**src/fbse_pkg.sv**
```systemverilog
/*
  Shared constants for the flash block select, power, gate and boot entry logic.
  Assumes one 50 MHz clock; a state is one clock cycle.
*/
package fbse_pkg;
  // Register port
  localparam int ADDR_W = 3;
  localparam int DATA_W = 8;
  localparam logic [ADDR_W-1:0] OFS_FLASH_CONTROL_ONE = 3'h0;
  localparam logic [ADDR_W-1:0] OFS_FLASH_STATUS_TWO = 3'h1;
  localparam logic [ADDR_W-1:0] OFS_ERASE_BLOCK_SELECT = 3'h2;
  localparam logic [ADDR_W-1:0] OFS_FLASH_POWER_CONTROL = 3'h3;
  localparam logic [ADDR_W-1:0] OFS_FLASH_REGISTER_GATE = 3'h4;
  localparam logic [DATA_W-1:0] REG_RESET = 8'h00;

  // Field positions
  localparam int SW_WRITE_ENABLE_BIT = 6;
  localparam int FLASH_ERROR_BIT = 7;
  localparam int POWER_DOWN_DISABLE_BIT = 7;
  localparam int CTRL_REG_ACCESS_EN_BIT = 7;
  localparam int EBR_W = 5;

  // Erase regions, index is the select bit
  localparam logic [EBR_W-1:0][15:0] REGION_FIRST = {16'h1000, 16'h0c00, 16'h0800,
                                                     16'h0400, 16'h0000};
  localparam logic [EBR_W-1:0][15:0] REGION_LAST = {16'h7fff, 16'h0fff, 16'h0bff,
                                                    16'h07ff, 16'h03ff};

  // Boot timing and framing
  localparam int CLK_HZ = 50_000_000;
  localparam int READY_STATES = 100;
  localparam int FRAME_DATA_BITS = 8;
  localparam int FRAME_STOP_BITS = 1;
  localparam int FRAME_BITS = 1 + FRAME_DATA_BITS + FRAME_STOP_BITS;
  localparam int ZERO_BYTE_LOW_BITS = 1 + FRAME_DATA_BITS;
  localparam logic [7:0] ADJUST_DONE_BYTE = 8'h00;
  localparam logic [7:0] HOST_ACK_BYTE = 8'h55;
  localparam logic [15:0] RAM_LOAD_FIRST = 16'hf780;
  localparam logic [15:0] RAM_LOAD_LAST = 16'hfeef;

  typedef enum logic [1:0] {FBSE_MODE_USER, FBSE_MODE_BOOT, FBSE_MODE_PROG} fbse_mode_t;

  typedef enum logic [3:0] {
    FBSE_B_IDLE, FBSE_B_WAIT, FBSE_B_FALL, FBSE_B_LOW, FBSE_B_DIV, FBSE_B_ADJ,
    FBSE_B_ACK, FBSE_B_LEN_HI, FBSE_B_LEN_LO, FBSE_B_LOAD, FBSE_B_ERASE,
    FBSE_B_BRANCH, FBSE_B_DONE
  } fbse_boot_t;
endpackage : fbse_pkg

```
**src/fbse_top.sv**
```systemverilog
/*
  Flash erase block select, power-down control, register gate, reset-time mode
  selection and boot entry sequence over the boot serial link.
  Assumes one clock, a synchronous active-high reset, pins stable around reset
  release, and an external flash eraser answering erase_all_req_o.
*/
// Decided for this implementation: the register offsets and strobed register access.
`timescale 1ns/1ps
`default_nettype none
module fbse_top #(
  parameter int CNT_W = 20
) (
  // Clock and reset
  input wire logic clk_i,
  input wire logic srst_i,
  // Register port
  input wire logic [fbse_pkg::ADDR_W-1:0] reg_addr_i,
  input wire logic [fbse_pkg::DATA_W-1:0] reg_wdata_i,
  input wire logic reg_wr_i,
  input wire logic reg_rd_i,
  output var logic [fbse_pkg::DATA_W-1:0] reg_rdata_o,
  // Mode pins
  input wire logic test_i,
  input wire logic nmi_n_i,
  input wire logic port8_bit5_i,
  input wire logic portb_bit0_i,
  input wire logic portb_bit1_i,
  input wire logic portb_bit2_i,
  output var fbse_pkg::fbse_mode_t mode_o,
  output var logic mode_valid_o,
  // Chip status
  input wire logic subactive_i,
  input wire logic flash_error_i,
  input wire logic watchdog_ovf_i,
  output var logic flash_power_down_o,
  // Erase region
  output var logic erase_region_valid_o,
  output var logic [15:0] erase_first_o,
  output var logic [15:0] erase_last_o,
  // Boot serial unit
  input wire logic rxd_i,
  output var logic txd_o,
  output var logic serial_rx_enable_o,
  output var logic serial_tx_enable_o,
  output var logic [CNT_W-1:0] bit_rate_reg_o,
  // Boot RAM load and erase
  output var logic ram_we_o,
  output var logic [15:0] ram_addr_o,
  output var logic [7:0] ram_wdata_o,
  output var logic erase_all_req_o,
  input wire logic erase_all_done_i,
  output var logic boot_branch_o,
  output var logic boot_active_o
);
  import fbse_pkg::*;

  logic test_s, nmi_n_s, p85_s, pb0_s, pb1_s, pb2_s, rxd_s;
  logic rst_d_reg, rxd_prev_reg;
  logic swe_reg;
  logic [5:0] ctl_low_reg;
  logic [EBR_W-1:0] ebr_reg;
  logic power_down_disable_reg, gate_reg;
  logic ctl_ok, wr_ctl, wr_ebr, wr_pwr, wr_gate;
  fbse_boot_t state_reg;
  logic [CNT_W-1:0] cnt_reg, bit_cycles_reg;
  logic [15:0] len_reg, ram_ptr_reg;
  logic erased_reg, rx_en_reg, tx_en_reg;
  logic rx_busy_reg, rx_valid_reg;
  logic [3:0] rx_bit_reg;
  logic [CNT_W-1:0] rx_cnt_reg;
  logic [7:0] rx_shift_reg, rx_data_reg;
  logic tx_start_reg, tx_busy_reg;
  logic [7:0] tx_byte_reg;
  logic [3:0] tx_bit_reg;
  logic [CNT_W-1:0] tx_cnt_reg;
  logic [FRAME_BITS-1:0] tx_frame_reg;

  // Pin synchronisers
  fbse_sync3 #(.W(7)) u_sync (
    .clk_i(clk_i),
    .d_i({test_i, nmi_n_i, port8_bit5_i, portb_bit0_i, portb_bit1_i, portb_bit2_i, rxd_i}),
    .q_o({test_s, nmi_n_s, p85_s, pb0_s, pb1_s, pb2_s, rxd_s})
  );

  // Mode capture at first edge after release
  always_ff @(posedge clk_i) begin
    rst_d_reg <= srst_i;
  end

  always_ff @(posedge clk_i) begin
    if (srst_i) begin
      mode_o <= FBSE_MODE_USER;
      mode_valid_o <= 1'b0;
    end else if (rst_d_reg) begin
      mode_valid_o <= 1'b1;
      if (test_s && !pb0_s && !pb1_s && !pb2_s) begin
        mode_o <= FBSE_MODE_PROG;
      end else if (!test_s && !nmi_n_s && p85_s) begin
        mode_o <= FBSE_MODE_BOOT;
      end else begin
        mode_o <= FBSE_MODE_USER;
      end
    end
  end

  // Register decode with gate
  assign ctl_ok = gate_reg;
  assign wr_ctl = reg_wr_i && ctl_ok && reg_addr_i == OFS_FLASH_CONTROL_ONE;
  assign wr_ebr = reg_wr_i && ctl_ok && reg_addr_i == OFS_ERASE_BLOCK_SELECT;
  assign wr_pwr = reg_wr_i && ctl_ok && reg_addr_i == OFS_FLASH_POWER_CONTROL;
  assign wr_gate = reg_wr_i && reg_addr_i == OFS_FLASH_REGISTER_GATE;

  always_ff @(posedge clk_i) begin
    if (srst_i) begin
      gate_reg <= REG_RESET[CTRL_REG_ACCESS_EN_BIT];
    end else if (wr_gate) begin
      gate_reg <= reg_wdata_i[CTRL_REG_ACCESS_EN_BIT];
    end
  end

  // First control register
  always_ff @(posedge clk_i) begin
    if (srst_i) begin
      swe_reg <= REG_RESET[SW_WRITE_ENABLE_BIT];
      ctl_low_reg <= REG_RESET[5:0];
    end else if (wr_ctl) begin
      swe_reg <= reg_wdata_i[SW_WRITE_ENABLE_BIT];
      ctl_low_reg <= (swe_reg && reg_wdata_i[SW_WRITE_ENABLE_BIT]) ? reg_wdata_i[5:0]
                                                                   : 6'h00;
    end else if (!swe_reg) begin
      ctl_low_reg <= 6'h00;
    end
  end

  // Erase block select
  always_ff @(posedge clk_i) begin
    if (srst_i || !swe_reg) begin
      ebr_reg <= REG_RESET[EBR_W-1:0];
    end else if (wr_ebr) begin
      ebr_reg <= $onehot0(reg_wdata_i[EBR_W-1:0]) ? reg_wdata_i[EBR_W-1:0]
                                                   : 5'h00;
    end
  end

  always_ff @(posedge clk_i) begin
    if (srst_i) begin
      erase_region_valid_o <= 1'b0;
      erase_first_o <= 16'h0000;
      erase_last_o <= 16'h0000;
    end else begin
      erase_region_valid_o <= |ebr_reg;
      erase_first_o <= 16'h0000;
      erase_last_o <= 16'h0000;
      for (int i = 0; i < EBR_W; i++) begin
        if (ebr_reg[i]) begin
          erase_first_o <= REGION_FIRST[i];
          erase_last_o <= REGION_LAST[i];
        end
      end
    end
  end

  // Power control
  always_ff @(posedge clk_i) begin
    if (srst_i) begin
      power_down_disable_reg <= REG_RESET[POWER_DOWN_DISABLE_BIT];
    end else if (wr_pwr) begin
      power_down_disable_reg <= reg_wdata_i[POWER_DOWN_DISABLE_BIT];
    end
  end

  always_ff @(posedge clk_i) begin
    if (srst_i) begin
      flash_power_down_o <= 1'b0;
    end else begin
      flash_power_down_o <= subactive_i && !power_down_disable_reg;
    end
  end

  // Read data, one cycle after the strobe
  always_ff @(posedge clk_i) begin
    if (srst_i || !reg_rd_i) begin
      reg_rdata_o <= 8'h00;
    end else begin
      reg_rdata_o <= 8'h00;
      case (reg_addr_i)
        OFS_FLASH_REGISTER_GATE: reg_rdata_o[CTRL_REG_ACCESS_EN_BIT] <= gate_reg;
        OFS_FLASH_CONTROL_ONE: begin
          if (ctl_ok) begin
            reg_rdata_o[SW_WRITE_ENABLE_BIT] <= swe_reg;
            reg_rdata_o[5:0] <= ctl_low_reg;
          end
        end
        OFS_FLASH_STATUS_TWO: reg_rdata_o[FLASH_ERROR_BIT] <= ctl_ok && flash_error_i;
        OFS_ERASE_BLOCK_SELECT: begin
          if (ctl_ok) begin
            reg_rdata_o[EBR_W-1:0] <= ebr_reg;
          end
        end
        OFS_FLASH_POWER_CONTROL: reg_rdata_o[POWER_DOWN_DISABLE_BIT] <= ctl_ok && power_down_disable_reg;
        default: reg_rdata_o <= 8'h00;
      endcase
    end
  end

  // Serial receiver, 8N1
  always_ff @(posedge clk_i) begin
    if (srst_i) begin
      rxd_prev_reg <= 1'b1;
    end else begin
      rxd_prev_reg <= rxd_s;
    end
  end

  always_ff @(posedge clk_i) begin
    if (srst_i || !rx_en_reg) begin
      rx_busy_reg <= 1'b0;
      rx_valid_reg <= 1'b0;
      rx_bit_reg <= 4'h0;
      rx_cnt_reg <= '0;
      rx_shift_reg <= 8'h00;
      rx_data_reg <= 8'h00;
    end else begin
      rx_valid_reg <= 1'b0;
      if (!rx_busy_reg) begin
        if (rxd_prev_reg && !rxd_s) begin
          rx_busy_reg <= 1'b1;
          rx_bit_reg <= 4'h0;
          rx_cnt_reg <= bit_cycles_reg >> 1;
        end
      end else if (rx_cnt_reg != '0) begin
        rx_cnt_reg <= rx_cnt_reg - 1'b1;
      end else begin
        rx_cnt_reg <= bit_cycles_reg - 1'b1;
        rx_bit_reg <= rx_bit_reg + 1'b1;
        if (rx_bit_reg == 4'h0) begin
          rx_busy_reg <= !rxd_s;
        end else if (rx_bit_reg <= 4'(FRAME_DATA_BITS)) begin
          rx_shift_reg <= {rxd_s, rx_shift_reg[7:1]};
        end else begin
          rx_busy_reg <= 1'b0;
          rx_valid_reg <= rxd_s;
          rx_data_reg <= rx_shift_reg;
        end
      end
    end
  end

  // Serial transmitter, 8N1, idles high
  always_ff @(posedge clk_i) begin
    if (srst_i) begin
      tx_busy_reg <= 1'b0;
      tx_bit_reg <= 4'h0;
      tx_cnt_reg <= '0;
      tx_frame_reg <= '1;
      txd_o <= 1'b1;
    end else if (tx_start_reg) begin
      tx_busy_reg <= 1'b1;
      tx_bit_reg <= 4'h0;
      tx_cnt_reg <= '0;
      tx_frame_reg <= {1'b1, tx_byte_reg, 1'b0};
    end else if (tx_busy_reg) begin
      if (tx_cnt_reg != '0) begin
        tx_cnt_reg <= tx_cnt_reg - 1'b1;
      end else if (tx_bit_reg == 4'(FRAME_BITS)) begin
        tx_busy_reg <= 1'b0;
      end else begin
        txd_o <= tx_frame_reg[0];
        tx_frame_reg <= {1'b1, tx_frame_reg[FRAME_BITS-1:1]};
        tx_bit_reg <= tx_bit_reg + 1'b1;
        tx_cnt_reg <= bit_cycles_reg - 1'b1;
      end
    end
  end

  // Boot sequence
  always_ff @(posedge clk_i) begin
    if (srst_i) begin
      state_reg <= FBSE_B_IDLE;
      cnt_reg <= '0;
      bit_cycles_reg <= '0;
      len_reg <= 16'h0000;
      ram_ptr_reg <= RAM_LOAD_FIRST;
      erased_reg <= 1'b0;
      rx_en_reg <= 1'b0;
      tx_en_reg <= 1'b0;
      tx_start_reg <= 1'b0;
      tx_byte_reg <= ADJUST_DONE_BYTE;
      ram_we_o <= 1'b0;
      ram_addr_o <= 16'h0000;
      ram_wdata_o <= 8'h00;
      erase_all_req_o <= 1'b0;
      boot_branch_o <= 1'b0;
    end else begin
      tx_start_reg <= 1'b0;
      ram_we_o <= 1'b0;
      boot_branch_o <= 1'b0;
      if (watchdog_ovf_i && state_reg != FBSE_B_DONE) begin
        state_reg <= FBSE_B_DONE;
        rx_en_reg <= 1'b0;
        tx_en_reg <= 1'b0;
        erase_all_req_o <= 1'b0;
      end else begin
        case (state_reg)
          FBSE_B_IDLE: begin
            cnt_reg <= '0;
            if (mode_valid_o) begin
              state_reg <= (mode_o == FBSE_MODE_BOOT) ? FBSE_B_WAIT : FBSE_B_DONE;
            end
          end
          FBSE_B_WAIT: begin
            cnt_reg <= cnt_reg + 1'b1;
            if (cnt_reg == CNT_W'(READY_STATES - 2)) begin
              state_reg <= FBSE_B_FALL;
            end
          end
          FBSE_B_FALL: begin
            if (rxd_prev_reg && !rxd_s) begin
              state_reg <= FBSE_B_LOW;
              cnt_reg <= CNT_W'(1);
            end
          end
          FBSE_B_LOW: begin
            if (!rxd_s) begin
              if (cnt_reg != '1) begin
                cnt_reg <= cnt_reg + 1'b1;
              end
            end else begin
              state_reg <= FBSE_B_DIV;
              bit_cycles_reg <= '0;
            end
          end
          FBSE_B_DIV: begin
            if (cnt_reg >= CNT_W'(ZERO_BYTE_LOW_BITS)) begin
              cnt_reg <= cnt_reg - CNT_W'(ZERO_BYTE_LOW_BITS);
              bit_cycles_reg <= bit_cycles_reg + 1'b1;
            end else if (bit_cycles_reg == '0) begin
              state_reg <= FBSE_B_FALL;
            end else begin
              state_reg <= FBSE_B_ADJ;
              rx_en_reg <= 1'b1;
              tx_en_reg <= 1'b1;
              tx_byte_reg <= ADJUST_DONE_BYTE;
              tx_start_reg <= 1'b1;
            end
          end
          FBSE_B_ADJ: begin
            if (!tx_start_reg && !tx_busy_reg) begin
              state_reg <= FBSE_B_ACK;
            end
          end
          FBSE_B_ACK: begin
            if (rx_valid_reg && rx_data_reg == HOST_ACK_BYTE) begin
              state_reg <= FBSE_B_LEN_HI;
            end
          end
          FBSE_B_LEN_HI: begin
            if (rx_valid_reg) begin
              len_reg[15:8] <= rx_data_reg;
              state_reg <= FBSE_B_LEN_LO;
            end
          end
          FBSE_B_LEN_LO: begin
            if (rx_valid_reg) begin
              len_reg[7:0] <= rx_data_reg;
              ram_ptr_reg <= RAM_LOAD_FIRST;
              state_reg <= ({len_reg[15:8], rx_data_reg} == 16'h0000) ? FBSE_B_ERASE
                                                                        : FBSE_B_LOAD;
            end
          end
          FBSE_B_LOAD: begin
            if (rx_valid_reg) begin
              ram_we_o <= 1'b1;
              ram_addr_o <= ram_ptr_reg;
              ram_wdata_o <= rx_data_reg;
              ram_ptr_reg <= ram_ptr_reg + 1'b1;
              len_reg <= len_reg - 1'b1;
              if (len_reg == 16'h0001 || ram_ptr_reg == RAM_LOAD_LAST) begin
                state_reg <= FBSE_B_ERASE;
              end
            end
          end
          FBSE_B_ERASE: begin
            erase_all_req_o <= 1'b1;
            if (erase_all_req_o && erase_all_done_i) begin
              erase_all_req_o <= 1'b0;
              erased_reg <= 1'b1;
              state_reg <= FBSE_B_BRANCH;
            end
          end
          FBSE_B_BRANCH: begin
            rx_en_reg <= 1'b0;
            tx_en_reg <= 1'b0;
            boot_branch_o <= erased_reg;
            state_reg <= FBSE_B_DONE;
          end
          FBSE_B_DONE: state_reg <= FBSE_B_DONE;
          default: state_reg <= FBSE_B_IDLE;
        endcase
      end
    end
  end

  assign serial_rx_enable_o = rx_en_reg;
  assign serial_tx_enable_o = tx_en_reg;
  assign bit_rate_reg_o = bit_cycles_reg;
  assign boot_active_o = mode_valid_o && mode_o == FBSE_MODE_BOOT && state_reg != FBSE_B_DONE;
endmodule : fbse_top
`default_nettype wire

```
**src/fbse_sync3.sv**
```systemverilog
/*
  Three-stage pin synchroniser; output follows once stages two and three agree.
  Assumes inputs are asynchronous to clk_i; stages carry no reset so pin levels
  pass through while reset is held.
*/
`timescale 1ns/1ps
`default_nettype none
module fbse_sync3 #(
  parameter int W = 1
) (
  // Clock
  input wire logic clk_i,
  // Data
  input wire logic [W-1:0] d_i,
  output var logic [W-1:0] q_o
);
  logic [W-1:0] s1_reg;
  logic [W-1:0] s2_reg;
  logic [W-1:0] s3_reg;

  always_ff @(posedge clk_i) begin
    s1_reg <= d_i;
    s2_reg <= s1_reg;
    s3_reg <= s2_reg;
  end

  // Per bit, take the level once two stages agree
  always_ff @(posedge clk_i) begin
    for (int i = 0; i < W; i++) begin
      if (s2_reg[i] == s3_reg[i]) begin
        q_o[i] <= s3_reg[i];
      end
    end
  end
endmodule : fbse_sync3
`default_nettype wire

```
**config.mk**
```make
export PLATFORM = sky130hd
export DESIGN_NAME = fbse_top
export DESIGN_NICKNAME = d
export VERILOG_FILES = /design/src/fbse_pkg.sv /design/src/fbse_top.sv /design/src/fbse_sync3.sv
export SDC_FILE = /design/constraint.sdc
export NUM_CORES = 1
export LEC_CHECK = 0
export BUFFER_PORTS_ARGS = -buffer_cell sky130_fd_sc_hd__buf_2
export CAP_MARGIN = 20
export CORE_ASPECT_RATIO = 0.7
export CORE_MARGIN = 4
export CORE_UTILIZATION = 50
export DETAILED_ROUTE_END_ITERATION = 8
export GPL_TIMING_DRIVEN = 0
export MAX_ROUTING_LAYER = met4
export PLACE_DENSITY = 0.69
export SYNTH_ARGS = -nofsm -noshare
export SYNTH_HDL_FRONTEND = slang
export SYNTH_SLANG_ARGS = --single-unit
export TNS_END_PERCENT = 20
```
**constraint.sdc**
```tcl
create_clock -name clk_i -period 2.6 [get_ports clk_i]
set_clock_uncertainty 0.1 [all_clocks]
set_input_delay 0.39 -clock clk_i [delete_from_list [all_inputs] [get_ports clk_i]]
set_output_delay 0.39 -clock clk_i [all_outputs]
set_load 0.005 [all_outputs]
```
==> summary.md, run 1 <==
| Metric | Value |
|---|---|
| Status | `finished, violations left` |
| Failing checks | `setup timing` |
| Post-synth ARST share | `0` |
| CP startpoint kind | `register` |
| Crit Path Max Fanout | `10` |
| Most frequent cells in the layout | `dfxtp_1 (236), nor2_1 (178), nand2_1 (165)` |
| Initial antenna violation count | `0` |
| DRC | `0` |
| Fin worst setup slack | `-0.0452 ns` |
| Number of diodes | `0` |
| Avg Synthesized Cell Area | `8.03 µm²` |
| Max-cap violations | `0` |
| Worst hold slack | `0.0264 ns` |
| Die span in y | `141 µm` |
| Clock latency on the worst-skew pair | `0.54 ns` |
| Row count | `48` |
| DR iter-0 viols | `1,548` |
| Critical Path RT | `2.89 ns` |
| Synthesis Warnings | `0` |
| R2R cell count | `8` |
| Area growth, synth to finish | `18.4%` |
| Endpoint type of the worst setup path | `register` |
| RSZ-0062 raised after global routing | `true` |
| Final Hold Viols | `0` |
| Finished Layout Cells | `2,088` |
| Slew HR | `0.506` |
| #FFs+latches synth | `246` |
| Hold Crit Class | `input pin to register` |
| Clock-pin transition on the worst setup and hold timing paths | `0.06 ns` |
| GPL Wtd Cong | `0.957` |
| Placed Cells | `2,023` |
| Post-DP HPWL | `26.8 mm` |
| Core area | `24,800 µm²` |
| Vias | `12.6k` |
| Max layer used | `met4` |
| CTS Buf Count | `25` |
| TNS Setup | `-0.111 ns` |
| Share of layout cells above drive strength 1 | `0.160` |
| Ys flop type | `dfxtp_1` |
| Fmax | `0.378 GHz` |
| Worst-Margin Slew | `0.738 ns` |
| PD cells | `625 nW/µm²` |
| Nets@finish | `1,790` |
| Critical path data arrival time | `2.94 ns` |
| CTS H-tree lvls | `1` |
| EDFF count, synth | `7` |
| IO Port Bufs | `106` |
| Max-slew violations | `0` |
| Final min period | `2.65 ns` |
| Final setup fails | `4` |
| Critical path class | `register to register` |
| Avg Vias per Cell | `6.01` |
| Post-Syn Instances | `1,577` |
| Placement Setup Slack | `-0.357 ns` |
| Starting Density | `0.511` |
| GRT Total Usage | `0.267` |
| Sequential area share after synthesis | `0.394` |
| WL met2 | `15.9 mm` |
| WL final | `38.1 mm` |
| Grt total ovfl | `0` |
| Root buffer cell | `clkbuf_16` |
| Post-Syn Area | `12,700 µm²` |
| Commonest non-fill, non-tap cell in the layout | `dfxtp_1` |
| Worst vdd ir | `0.000698 V` |
| Antenna violation net count after detailed routing | `0` |
| Fin crit share | `1.02` |
| Num Clock Sinks | `246` |
| WHS Path Cells | `3` |
| First-pass GRT wire length | `60.0 mm` |
| Wl on met1 | `17.9 mm` |
| Pleak | `0.00586 µW` |
| CTS tree | `yes` |
| Largest net degree at the start of global routing | `16` |
| WL met3 | `3.68 mm` |
| DRT Pass-1 Iters | `7` |
| Die area | `28,000 µm²` |
| Unique masters post-synth | `80` |
| IO Count | `122` |
| Clock buffer depth | `3` |
| Vias in the first global route | `11.3k` |
| WL/cell | `18.3 µm` |
| Final core utilization | `0.605` |
| Chip width | `198 µm` |
[per-layer routing]
metal,vias up,track usage
met2,595,0.373
met5,-,-
li1,5966,-
met4,0,0.0540
met3,55,0.0564
met1,5939,0.400
[through the flow]
stage                     area (µm²)  total power [µW]
after floorplan                12700              5020
after global placement         13600              5420
after detailed placement       13700              5430
after CTS                      14700              9310
after global routing           15000              9680
final                          15000              9380
[area by class of cell]
class                           instances  area (µm²)
Sequential cell                       246        5000
Tap cell                              325         407
Multi-Input combinational cell       1163        7160
Fill cell                            2239        9810
Buffer                                134         651
Clock buffer                           35         713
Inverter                               43         161
Clock inverter                         10         163
Timing Repair Buffer                  132         749
[what timing repair did]
item / in CTS / in global routing
pin swaps: 5 / 4
hold buffers: 9 / 0
buffers inserted: 7 / 5
setup endpoints to repair: 94 / 172
hold endpoints to repair: 9 / 0
gates resized for setup: 14 / 72
[Yosys cell counts (all sizes together) (8+ instances only)]
library cell	number	area, µm²
buf	41	270
nor4	28	188
or2	8	50.1
a211oi	28	210
mux2	9	101
o21bai	9	67.6
nand3b	10	75.1
o211ai	11	82.6
nor2	181	679
a22oi	28	210
nor3b	12	90.1
ha	18	225
dfxtp	239	4780
xor2	18	158
and2	11	68.8
o22ai	10	62.6
nor2b	11	68.8
nand2b	13	81.3
a22o	8	70.1
a31oi	26	163
clkbuf	97	364
nor3	58	295
and3	12	75.1
o21ai	80	400
or3	16	100
a21oi	116	581
nand3	45	230
mux2i	37	370
o221ai	8	70.1
nand2	166	623
inv	42	158
nand4	28	175
or4	13	101
xnor2	43	377
[worst max-delay path, stage by stage (launching register included)]
cell	delay (ns)
dfxtp_1	0.33
clkbuf_1	0.24
nor3b_1	0.58
o2111ai_1	0.22
a41o_1	0.27
buf_2	0.20
nor4_2	0.35
xnor2_1	0.16
nor2_1	0.05
[power by group]
part | switching (µW) | total (µW) | internal (µW)
Sequential | 82.8 | 3940 | 3860
Clock | 1550 | 3860 | 2310
Combinational | 1010 | 1580 | 566
Total | 2640 | 9380 | 6740
[cell families (layout without fill, tap and decap cells)]
group | Yosys count | in the layout | synth area share
simple gates | 632 | 632 | 0.244
flops | 246 | 246 | 0.394
compound gates | 391 | 391 | 0.199
mux | 46 | 46 | 0.0372
xor+xnor | 61 | 61 | 0.0422
buf+inv | 181 | 354 | 0.0628
fa+ha+maj | 19 | 19 | 0.0194
other cells | 1 | 14 | 0.000296
[worst paths after layout]
kind | start | endpoint | slack [ns]
worst max register to register | state_reg[0] | bit_rate_reg_o[19] | -0.05
worst min-delay path | reg_wdata_i[7] | power_down_disable_reg | 0.03
worst min register to register | u_sync.s1_reg[3] | u_sync.s2_reg[3] | 0.23
worst max-delay path | state_reg[0] | bit_rate_reg_o[19] | -0.05
Power figures use the tool's default switching activity.
==> inputs of run 2 (changes only) <==
--- a/config.mk
+++ b/config.mk
@@ -16,5 +16,6 @@
 export PLACE_DENSITY = 0.69
 export SYNTH_ARGS = -nofsm -noshare
 export SYNTH_HDL_FRONTEND = slang
+export SYNTH_HIERARCHICAL = 1
 export SYNTH_SLANG_ARGS = --single-unit
 export TNS_END_PERCENT = 20
==> run 2 against run 1 <==
Net effect:
- the flow still finishes with violations (setup timing)
- critical path depth unchanged
- critical endpoint is now cnt_reg[4]
- utilization up 0.58 points
- clock power shrank 7.3%
- synthesized cell count rose by 1.3%
==> summary.md, run 2 <==
| Metric | Value |
|---|---|
| First-pass GRT wire length | `63.1 mm (+5.2%)` |
| Post-synth ARST share | `0 (unchanged)` |
| CTS H-tree lvls | `1 (unchanged)` |
| Commonest cells in the netlist | `dfxtp_1 (239), nand2_1 (179), nor2_1 (177)` |
| Ys flop type | `dfxtp_1` |
| Hold Crit Class | `input pin to register` |
| Core area | `24,800 µm² (unchanged)` |
| Antenna violation net count after detailed routing | `0 (unchanged)` |
| Status | `finished, violations left` |
| Vias in the first global route | `11.4k (+1.5%)` |
| Post-DP HPWL | `28.9 mm (+7.8%)` |
| Area growth, synth to finish | `19.5%` |
| Largest net degree at the start of global routing | `16 (unchanged)` |
| Commonest non-fill, non-tap cell in the layout | `dfxtp_1` |
| #FFs+latches synth | `246 (unchanged)` |
| CTS tree | `yes` |
| Share of layout cells above drive strength 1 | `0.175 (+0.0148)` |
| Final Hold Viols | `0 (unchanged)` |
| Max-cap violations | `0 (unchanged)` |
| Avg Vias per Cell | `6.05 (+0.63%)` |
| Nets@finish | `1,812 (+1.2%)` |
| Clock latency on the worst-skew pair | `0.53 ns (about the same)` |
| Critical path data arrival time | `2.98 ns (+0.04 ns)` |
| Fin worst setup slack | `-0.0286 ns (+0.0165 ns)` |
| Cell with the most instances after synthesis | `dfxtp_1` |
| Fin crit share | `1.01 (-0.00635)` |
| Num Clock Sinks | `246 (unchanged)` |
| Failing checks | `setup timing` |
| IO Count | `122 (unchanged)` |
| Grt total ovfl | `0 (unchanged)` |
| Max-slew violations | `0 (unchanged)` |
| Post-Syn Area | `12,700 µm² (about the same)` |
| Worst-Margin Slew | `1.17 ns (+0.432 ns)` |
| Row count | `48 (unchanged)` |
| Pleak | `0.00599 µW (+2.1%)` |
| Crit Path Max Fanout | `5 (-5)` |
| R2R cell count | `8 (unchanged)` |
| Most frequent cells in the layout | `dfxtp_1 (233), nand2_1 (179), nor2_1 (174)` |
| CTS Buf Count | `24 (-4.0%)` |
| Unique masters post-synth | `80 (unchanged)` |
| WHS Path Cells | `2 (-1)` |
| DRC | `0 (unchanged)` |
| RSZ-0062 raised after global routing | `true` |
| Avg Synthesized Cell Area | `7.93 µm² (-1.2%)` |
| WL final | `40.4 mm (+5.9%)` |
| Final setup fails | `4 (unchanged)` |
| Finished Layout Cells | `2,111 (+1.1%)` |
| Clock buffer depth | `3 (unchanged)` |
| Area contributors post-synth | `dfxtp_1 (38%), nand2_1 (5.3%), nor2_1 (5.2%)` |
| PD cells | `662 nW/µm² (+5.9%)` |
| Placed Cells | `2,043 (+0.99%)` |
| Critical path class | `register to register` |
| WL/cell | `19.1 µm (+4.8%)` |
| Fmax | `0.380 GHz (+0.63%)` |
| Die area | `28,000 µm² (about the same)` |
| GPL Wtd Cong | `0.990 (+3.5%)` |
| GRT Total Usage | `0.284 (+0.0162)` |
| Critical Path RT | `2.95 ns (+0.06 ns)` |
| Endpoint type of the worst setup path | `register` |
| CP startpoint kind | `register` |
| Synth top area share | `0.377 (about the same)` |
| Post-Syn Instances | `1,598 (+1.3%)` |
| Synthesis Warnings | `6 (+6)` |
| IO Port Bufs | `106 (unchanged)` |
| Chip width | `198 µm (about the same)` |
| Final min period | `2.63 ns (-0.0165 ns)` |
| EDFF count, synth | `7 (unchanged)` |
| Root buffer cell | `clkbuf_16` |
| Die span in y | `141 µm (about the same)` |
| Initial antenna violation count | `0 (unchanged)` |
| Worst hold slack | `0.0296 ns (+0.00322 ns)` |
| Vias | `12.8k (+1.7%)` |
| Cell taking the most area after synthesis | `dfxtp_1` |
| Starting Density | `0.511 (about the same)` |
| Clock-pin transition on the worst setup and hold timing paths | `0.06 ns (about the same)` |
| Slew HR | `0.212 (-0.294)` |
| DRT Pass-1 Iters | `6 (-1)` |
| DR iter-0 viols | `1,477 (-4.6%)` |
| Sequential area share after synthesis | `0.394 (about the same)` |
| Worst vdd ir | `0.000472 V (-32%)` |
-- run 2: worst max-delay path, stage by stage (launching register included) --
cell,delay (ns)
dfxtp_2,0.31
or4_4,0.54
a2111o_1,0.52
o21a_4,0.29
o211ai_4,0.28
buf_6,0.15
buf_4,0.15
o21ai_0,0.10
nor2_1,0.12
-- run 2: path summary, 6_finish.rpt --
| path | from | end | slack, ns |
|---|---|---|---|
| max | cnt_reg[4] | cnt_reg[4] | -0.03 |
| min | subactive_i | flash_power_down_o | 0.03 |
| max reg2reg | cnt_reg[4] | cnt_reg[4] | -0.03 |
| min reg2reg | u_sync/s1_reg[6] | u_sync/s2_reg[6] | 0.23 |
-- run 2: logic make-up (layout without fill, tap and decap cells) --
group	count (synthesis)	count (layout)	synth area share
other	1	15	0.000296
flip-flops	246	246	0.394
buffers and inverters	169	343	0.0600
AND/OR/NAND/NOR	654	654	0.250
multiplexers	39	39	0.0309
AO/OA/AOI/OAI	411	411	0.205
adder cells (fa/ha/maj)	19	19	0.0193
XOR/XNOR	59	59	0.0408
-- run 2: repair_timing --
action                                  CTS  global route
gates resized for setup                  52            93
endpoints found under the setup margin  137           151
setup buffers                             9            11
hold buffers                              8             0
pin swaps                                 6             8
endpoints found under the hold margin     8             0
-- run 2: layout make-up --
type	count	area (µm²)
Fill cell	2297	9660
Multi-Input combinational cell	1196	7340
Sequential cell	246	5010
Timing Repair Buffer	136	792
Clock buffer	28	657
Buffer	123	634
Tap cell	325	407
Inverter	40	150
Clock inverter	16	146
Antenna cell	1	2.50
-- run 2: routing by layer --
metal | vias up | routed length [µm] | global-route usage
met3 | 71 | 4870 | 0.0817
li1 | 6061 | - | -
met5 | - | 0 | -
met4 | 0 | 817 | 0.0674
met1 | 5982 | 18900 | 0.424
met2 | 659 | 15800 | 0.374
-- run 2: stage by stage --
step / area (µm²) / setup TNS (ns) / setup WS [ns] / power, µW / utilization
6_report: 15100 / -0.0674 / -0.0286 / 10000 / 0.610
3_5_place_dp: 13700 / -42.60 / -0.921 / 6080 / 0.551
4_1_cts: 14800 / -1.09 / -0.111 / 9810 / 0.598
3_3_place_gp: 13700 / -41.47 / -0.884 / 6080 / 0.551
5_1_grt: 15100 / -0.850 / -0.134 / 10400 / 0.610
2_1_floorplan: 12700 / 0 / 0.108 / 5490 / -
-- run 2: report_power, final --
part | internal (µW) | switching, µW
clock | 2020 | 1560
combinational | 911 | 1530
sequential | 3890 | 118
total | 6820 | 3200
==> inputs of run 3 (changes only) <==
--- a/config.mk
+++ b/config.mk
@@ -5,15 +5,17 @@
 export SDC_FILE = /design/constraint.sdc
 export NUM_CORES = 1
 export LEC_CHECK = 0
+export ABC_AREA = 1
 export BUFFER_PORTS_ARGS = -buffer_cell sky130_fd_sc_hd__buf_2
 export CAP_MARGIN = 20
 export CORE_ASPECT_RATIO = 0.7
 export CORE_MARGIN = 4
-export CORE_UTILIZATION = 50
+export CORE_UTILIZATION = 60
 export DETAILED_ROUTE_END_ITERATION = 8
 export GPL_TIMING_DRIVEN = 0
 export MAX_ROUTING_LAYER = met4
-export PLACE_DENSITY = 0.69
+export PLACE_DENSITY = 0.8
+export RECOVER_POWER = 100
 export SYNTH_ARGS = -nofsm -noshare
 export SYNTH_HDL_FRONTEND = slang
 export SYNTH_HIERARCHICAL = 1
==> run 3 against run 2 <==
Net effect:
- the flow now finishes without violations
- cell area up 2.1%
- setup slack better by 0.16 ns
- first-iteration DRC count up 12%
==> summary.md, run 3 <==
| Metric | Value |
|---|---|
| Sequential area share after synthesis | `0.367 (-0.0275)` |
| Ys flop type | `dfxtp_1` |
| Final setup fails | `0 (-4)` |
| PD cells | `883 nW/µm² (+33%)` |
| Crit path cell chain | `inv_2 > ha_1 > nand2_1 > nor2_1 > nand3_2 > nand2_1 > nand2_1 > nor2_1 > nand3_1 > nand2_1 > a21oi_1` |
| Cell taking the most area after synthesis | `dfxtp_1` |
| Compound-Gate Fraction of Synth Area | `0.144 (-0.0608)` |
| Post-Syn Area | `13,600 µm² (+7.5%)` |
| DRT Pass-1 Iters | `6 (unchanged)` |
| R2R cell count | `11 (+3)` |
| Max-cap violations | `0 (unchanged)` |
| Area growth, synth to finish | `13.5%` |
| CP startpoint kind | `register` |
| Area contributors post-synth | `dfxtp_1 (35%), nand2_1 (13%), nor2_1 (8.0%)` |
| Final Hold Viols | `0 (unchanged)` |
| WL/cell | `16.7 µm (-13%)` |
| Antenna violation net count after detailed routing | `0 (unchanged)` |
| Chip width | `188 µm (-5.1%)` |
| Clock buffer depth | `3 (unchanged)` |
| TNS Setup | `0 ns (+0.0674 ns)` |
| Synth Area in Adders | `0.0180 (-0.00135)` |
| Number of diodes | `0 (-1)` |
| CP Launch Point | `bit_rate_reg_o[0]` |
| Fin worst setup slack | `0.134 ns (+0.162 ns)` |
| Post-CTS Setup Inserts | `0 (-9)` |
| Worst r2r src | `bit_rate_reg_o[0]` |
| DRC | `0 (unchanged)` |
| Avg Synthesized Cell Area | `6.60 µm² (-17%)` |
| GRT Total Usage | `0.334 (+0.0507)` |
| #FFs+latches synth | `246 (unchanged)` |
| Largest family of logic cells by synthesized area | `simple AND/OR/NAND/NOR gates` |
| Grt total ovfl | `0 (unchanged)` |
| Die area | `25,200 µm² (-9.9%)` |
| CTS tree | `yes` |
| Worst hold slack | `0.0485 ns (+0.0189 ns)` |
| Pleak | `0.00700 µW (+17%)` |
| Synthesis Warnings | `6 (unchanged)` |
| Avg Vias per Cell | `5.66 (-6.5%)` |
| Slew HR | `0.360 (+0.148)` |
| Status | `completed` |
| Post-route cell area | `15,500 µm² (+2.1%)` |
| Critical path class | `register to register` |
| Endpoint type of the worst setup path | `register` |
| Vias in the first global route | `13.0k (+14%)` |
| First-pass GRT wire length | `67.4 mm (+6.8%)` |
| Hold Crit Class | `input pin to register` |
| Unique masters post-synth | `53 (-34%)` |
| Core area | `22,000 µm² (-11%)` |
| Vias | `14.4k (+13%)` |
| DR iter-0 viols | `1,651 (+12%)` |
| Pwr Total | `13,700 µW (+36%)` |
| Most frequent cells in the layout | `nand2_1 (483), nor2_1 (290), inv_1 (241)` |
| Initial antenna violation count | `0 (unchanged)` |
| Share of layout cells above drive strength 1 | `0.0951 (-0.0797)` |
| Worst-Margin Slew | `0.960 ns (-0.211 ns)` |
| Starting Density | `0.619 (+0.108)` |
| IO Port Bufs | `107 (+0.94%)` |
| Synth Area in Simple Gates | `0.324 (+0.0740)` |
| Num Clock Sinks | `246 (unchanged)` |
| Clock latency on the worst-skew pair | `0.53 ns (about the same)` |
| Slowest CP cell | `dfxtp_1` |
| Most common cell on crit path | `nand2_1` |
| Fin crit share | `0.949 (-0.0625)` |
| Commonest non-fill, non-tap cell in the layout | `nand2_1` |
| Row count | `45 (-6.3%)` |
| IO Count | `122 (unchanged)` |
| Post-synth ARST share | `0 (unchanged)` |
| CTS H-tree lvls | `1 (unchanged)` |
| GPL Wtd Cong | `1.01 (+1.9%)` |
| Max stage delay on crit path | `0.43 ns (-0.11 ns)` |
| Nets@finish | `2,266 (+25%)` |
| Critical Path Sink | `state_reg[2]` |
| Final min period | `2.47 ns (-0.162 ns)` |
| Dpl cell area | `14,600 µm² (+6.8%)` |
| EDFF count, synth | `7 (unchanged)` |
| CTS Buf Count | `24 (unchanged)` |
| Post-synthesis mux area share | `0.00156 (-0.0293)` |
| Worst vdd ir | `0.000574 V (+22%)` |
| Root buffer cell | `clkbuf_16` |
| Placement Setup Slack | `0.0117 ns (+0.933 ns)` |
| FF-to-FF setup slack | `0.13 ns (+0.16 ns)` |
| Synth top area share | `0.351 (-0.0263)` |
| Critical path data arrival time | `2.74 ns (-0.24 ns)` |
| Crit Path Max Fanout | `8 (+3)` |
| Reg2reg end | `state_reg[2]` |
| Fmax | `0.405 GHz (+6.6%)` |
| Post-DP HPWL | `31.8 mm (+9.9%)` |
| Commonest cells in the netlist | `nand2_1 (482), nor2_1 (289), inv_1 (240)` |
| Post-Syn Instances | `2,066 (+29%)` |
| Cell with the most instances after synthesis | `nand2_1` |
| Critical Path RT | `2.88 ns (-0.07 ns)` |
| Largest net degree at the start of global routing | `16 (unchanged)` |
| Die span in y | `134 µm (-5.0%)` |
| Max-slew violations | `0 (unchanged)` |
| Clock-pin transition on the worst setup and hold timing paths | `0.07 ns (about the same)` |
| XOR/XNOR Fraction of Synth Area | `0.0347 (-0.00606)` |
| RSZ-0062 raised after global routing | `true` |
| WL final | `42.5 mm (+5.1%)` |
[run 3: per-stage QoR]
step / cells / util
2_1_floorplan: 2079 / -
3_3_place_gp: 2491 / 0.663
4_1_cts: 2544 / 0.705
5_1_grt: 2544 / 0.703
6_report: 2544 / 0.703
3_5_place_dp: 2491 / 0.663
[run 3: where the power goes]
part           leakage [µW]  internal, µW  switching [µW]
clock              0.000407          2150            1610
sequential          0.00201          4000             228
combinational       0.00459          1690            3980
total               0.00700          7840            5810
[run 3: kinds of logic after synthesis]
| kind of cell | count (synthesis) |
|---|---|
| buffers and inverters | 348 |
| adder cells (fa/ha/maj) | 19 |
| multiplexers | 2 |
| flip-flops | 246 |
| other | 1 |
| AO/OA/AOI/OAI | 351 |
| XOR/XNOR | 54 |
| AND/OR/NAND/NOR | 1045 |
[run 3: worst min path at each step]
| stage | cells after the start | slack (ns) | start | to |
|---|---|---|---|---|
| CTS | 3 | 0.02 | reg_wdata_i[5] | ctl_low_reg[5] |
| finish | 3 | 0.05 | reg_wdata_i[5] | ctl_low_reg[5] |
| detailed placement | 0 | 0.21 | u_sync/s1_reg[5] | u_sync/s2_reg[5] |
| global placement | 0 | 0.21 | u_sync/s1_reg[4] | u_sync/s2_reg[4] |
| global route | 3 | 0.06 | reg_wdata_i[2] | ctl_low_reg[2] |
| floorplan | 0 | 0.21 | u_sync/s1_reg[0] | u_sync/s2_reg[0] |
[run 3: per-layer routing]
layer / GRT usage / vias to the layer above / wire, µm
met2: 0.466 / 781 / 17100
met1: 0.484 / 6556 / 19100
li1: - / 6988 / -
met5: - / - / 0
met4: 0.0685 / 0 / 812
met3: 0.0944 / 63 / 5480
[run 3: what timing repair did]
item,4_1_cts,5_1_grt
hold buffers,9,0
resized for setup,0,8
hold endpoints to repair,9,0
setup endpoints to repair,0,33
[run 3: layout make-up]
type                            count  area, µm²
Multi-Input combinational cell   1485       7170
Timing Repair Buffer              116        572
Clock inverter                     14        164
Sequential cell                   246       5000
Inverter                          251        946
Buffer                             97        568
Fill cell                        1934       6550
Clock buffer                       30        674
Tap cell                          305        382
[run 3: worst max-delay path: cells and delay by family, from the launching register on]
kind,cells,cell delay (ns)
AOI/OAI and AO/OA,1,0.05
adders and majority gates,1,0.32
buffers and inverters,1,0.24
DFF,1,0.43
and+or+nand+nor,8,1.16
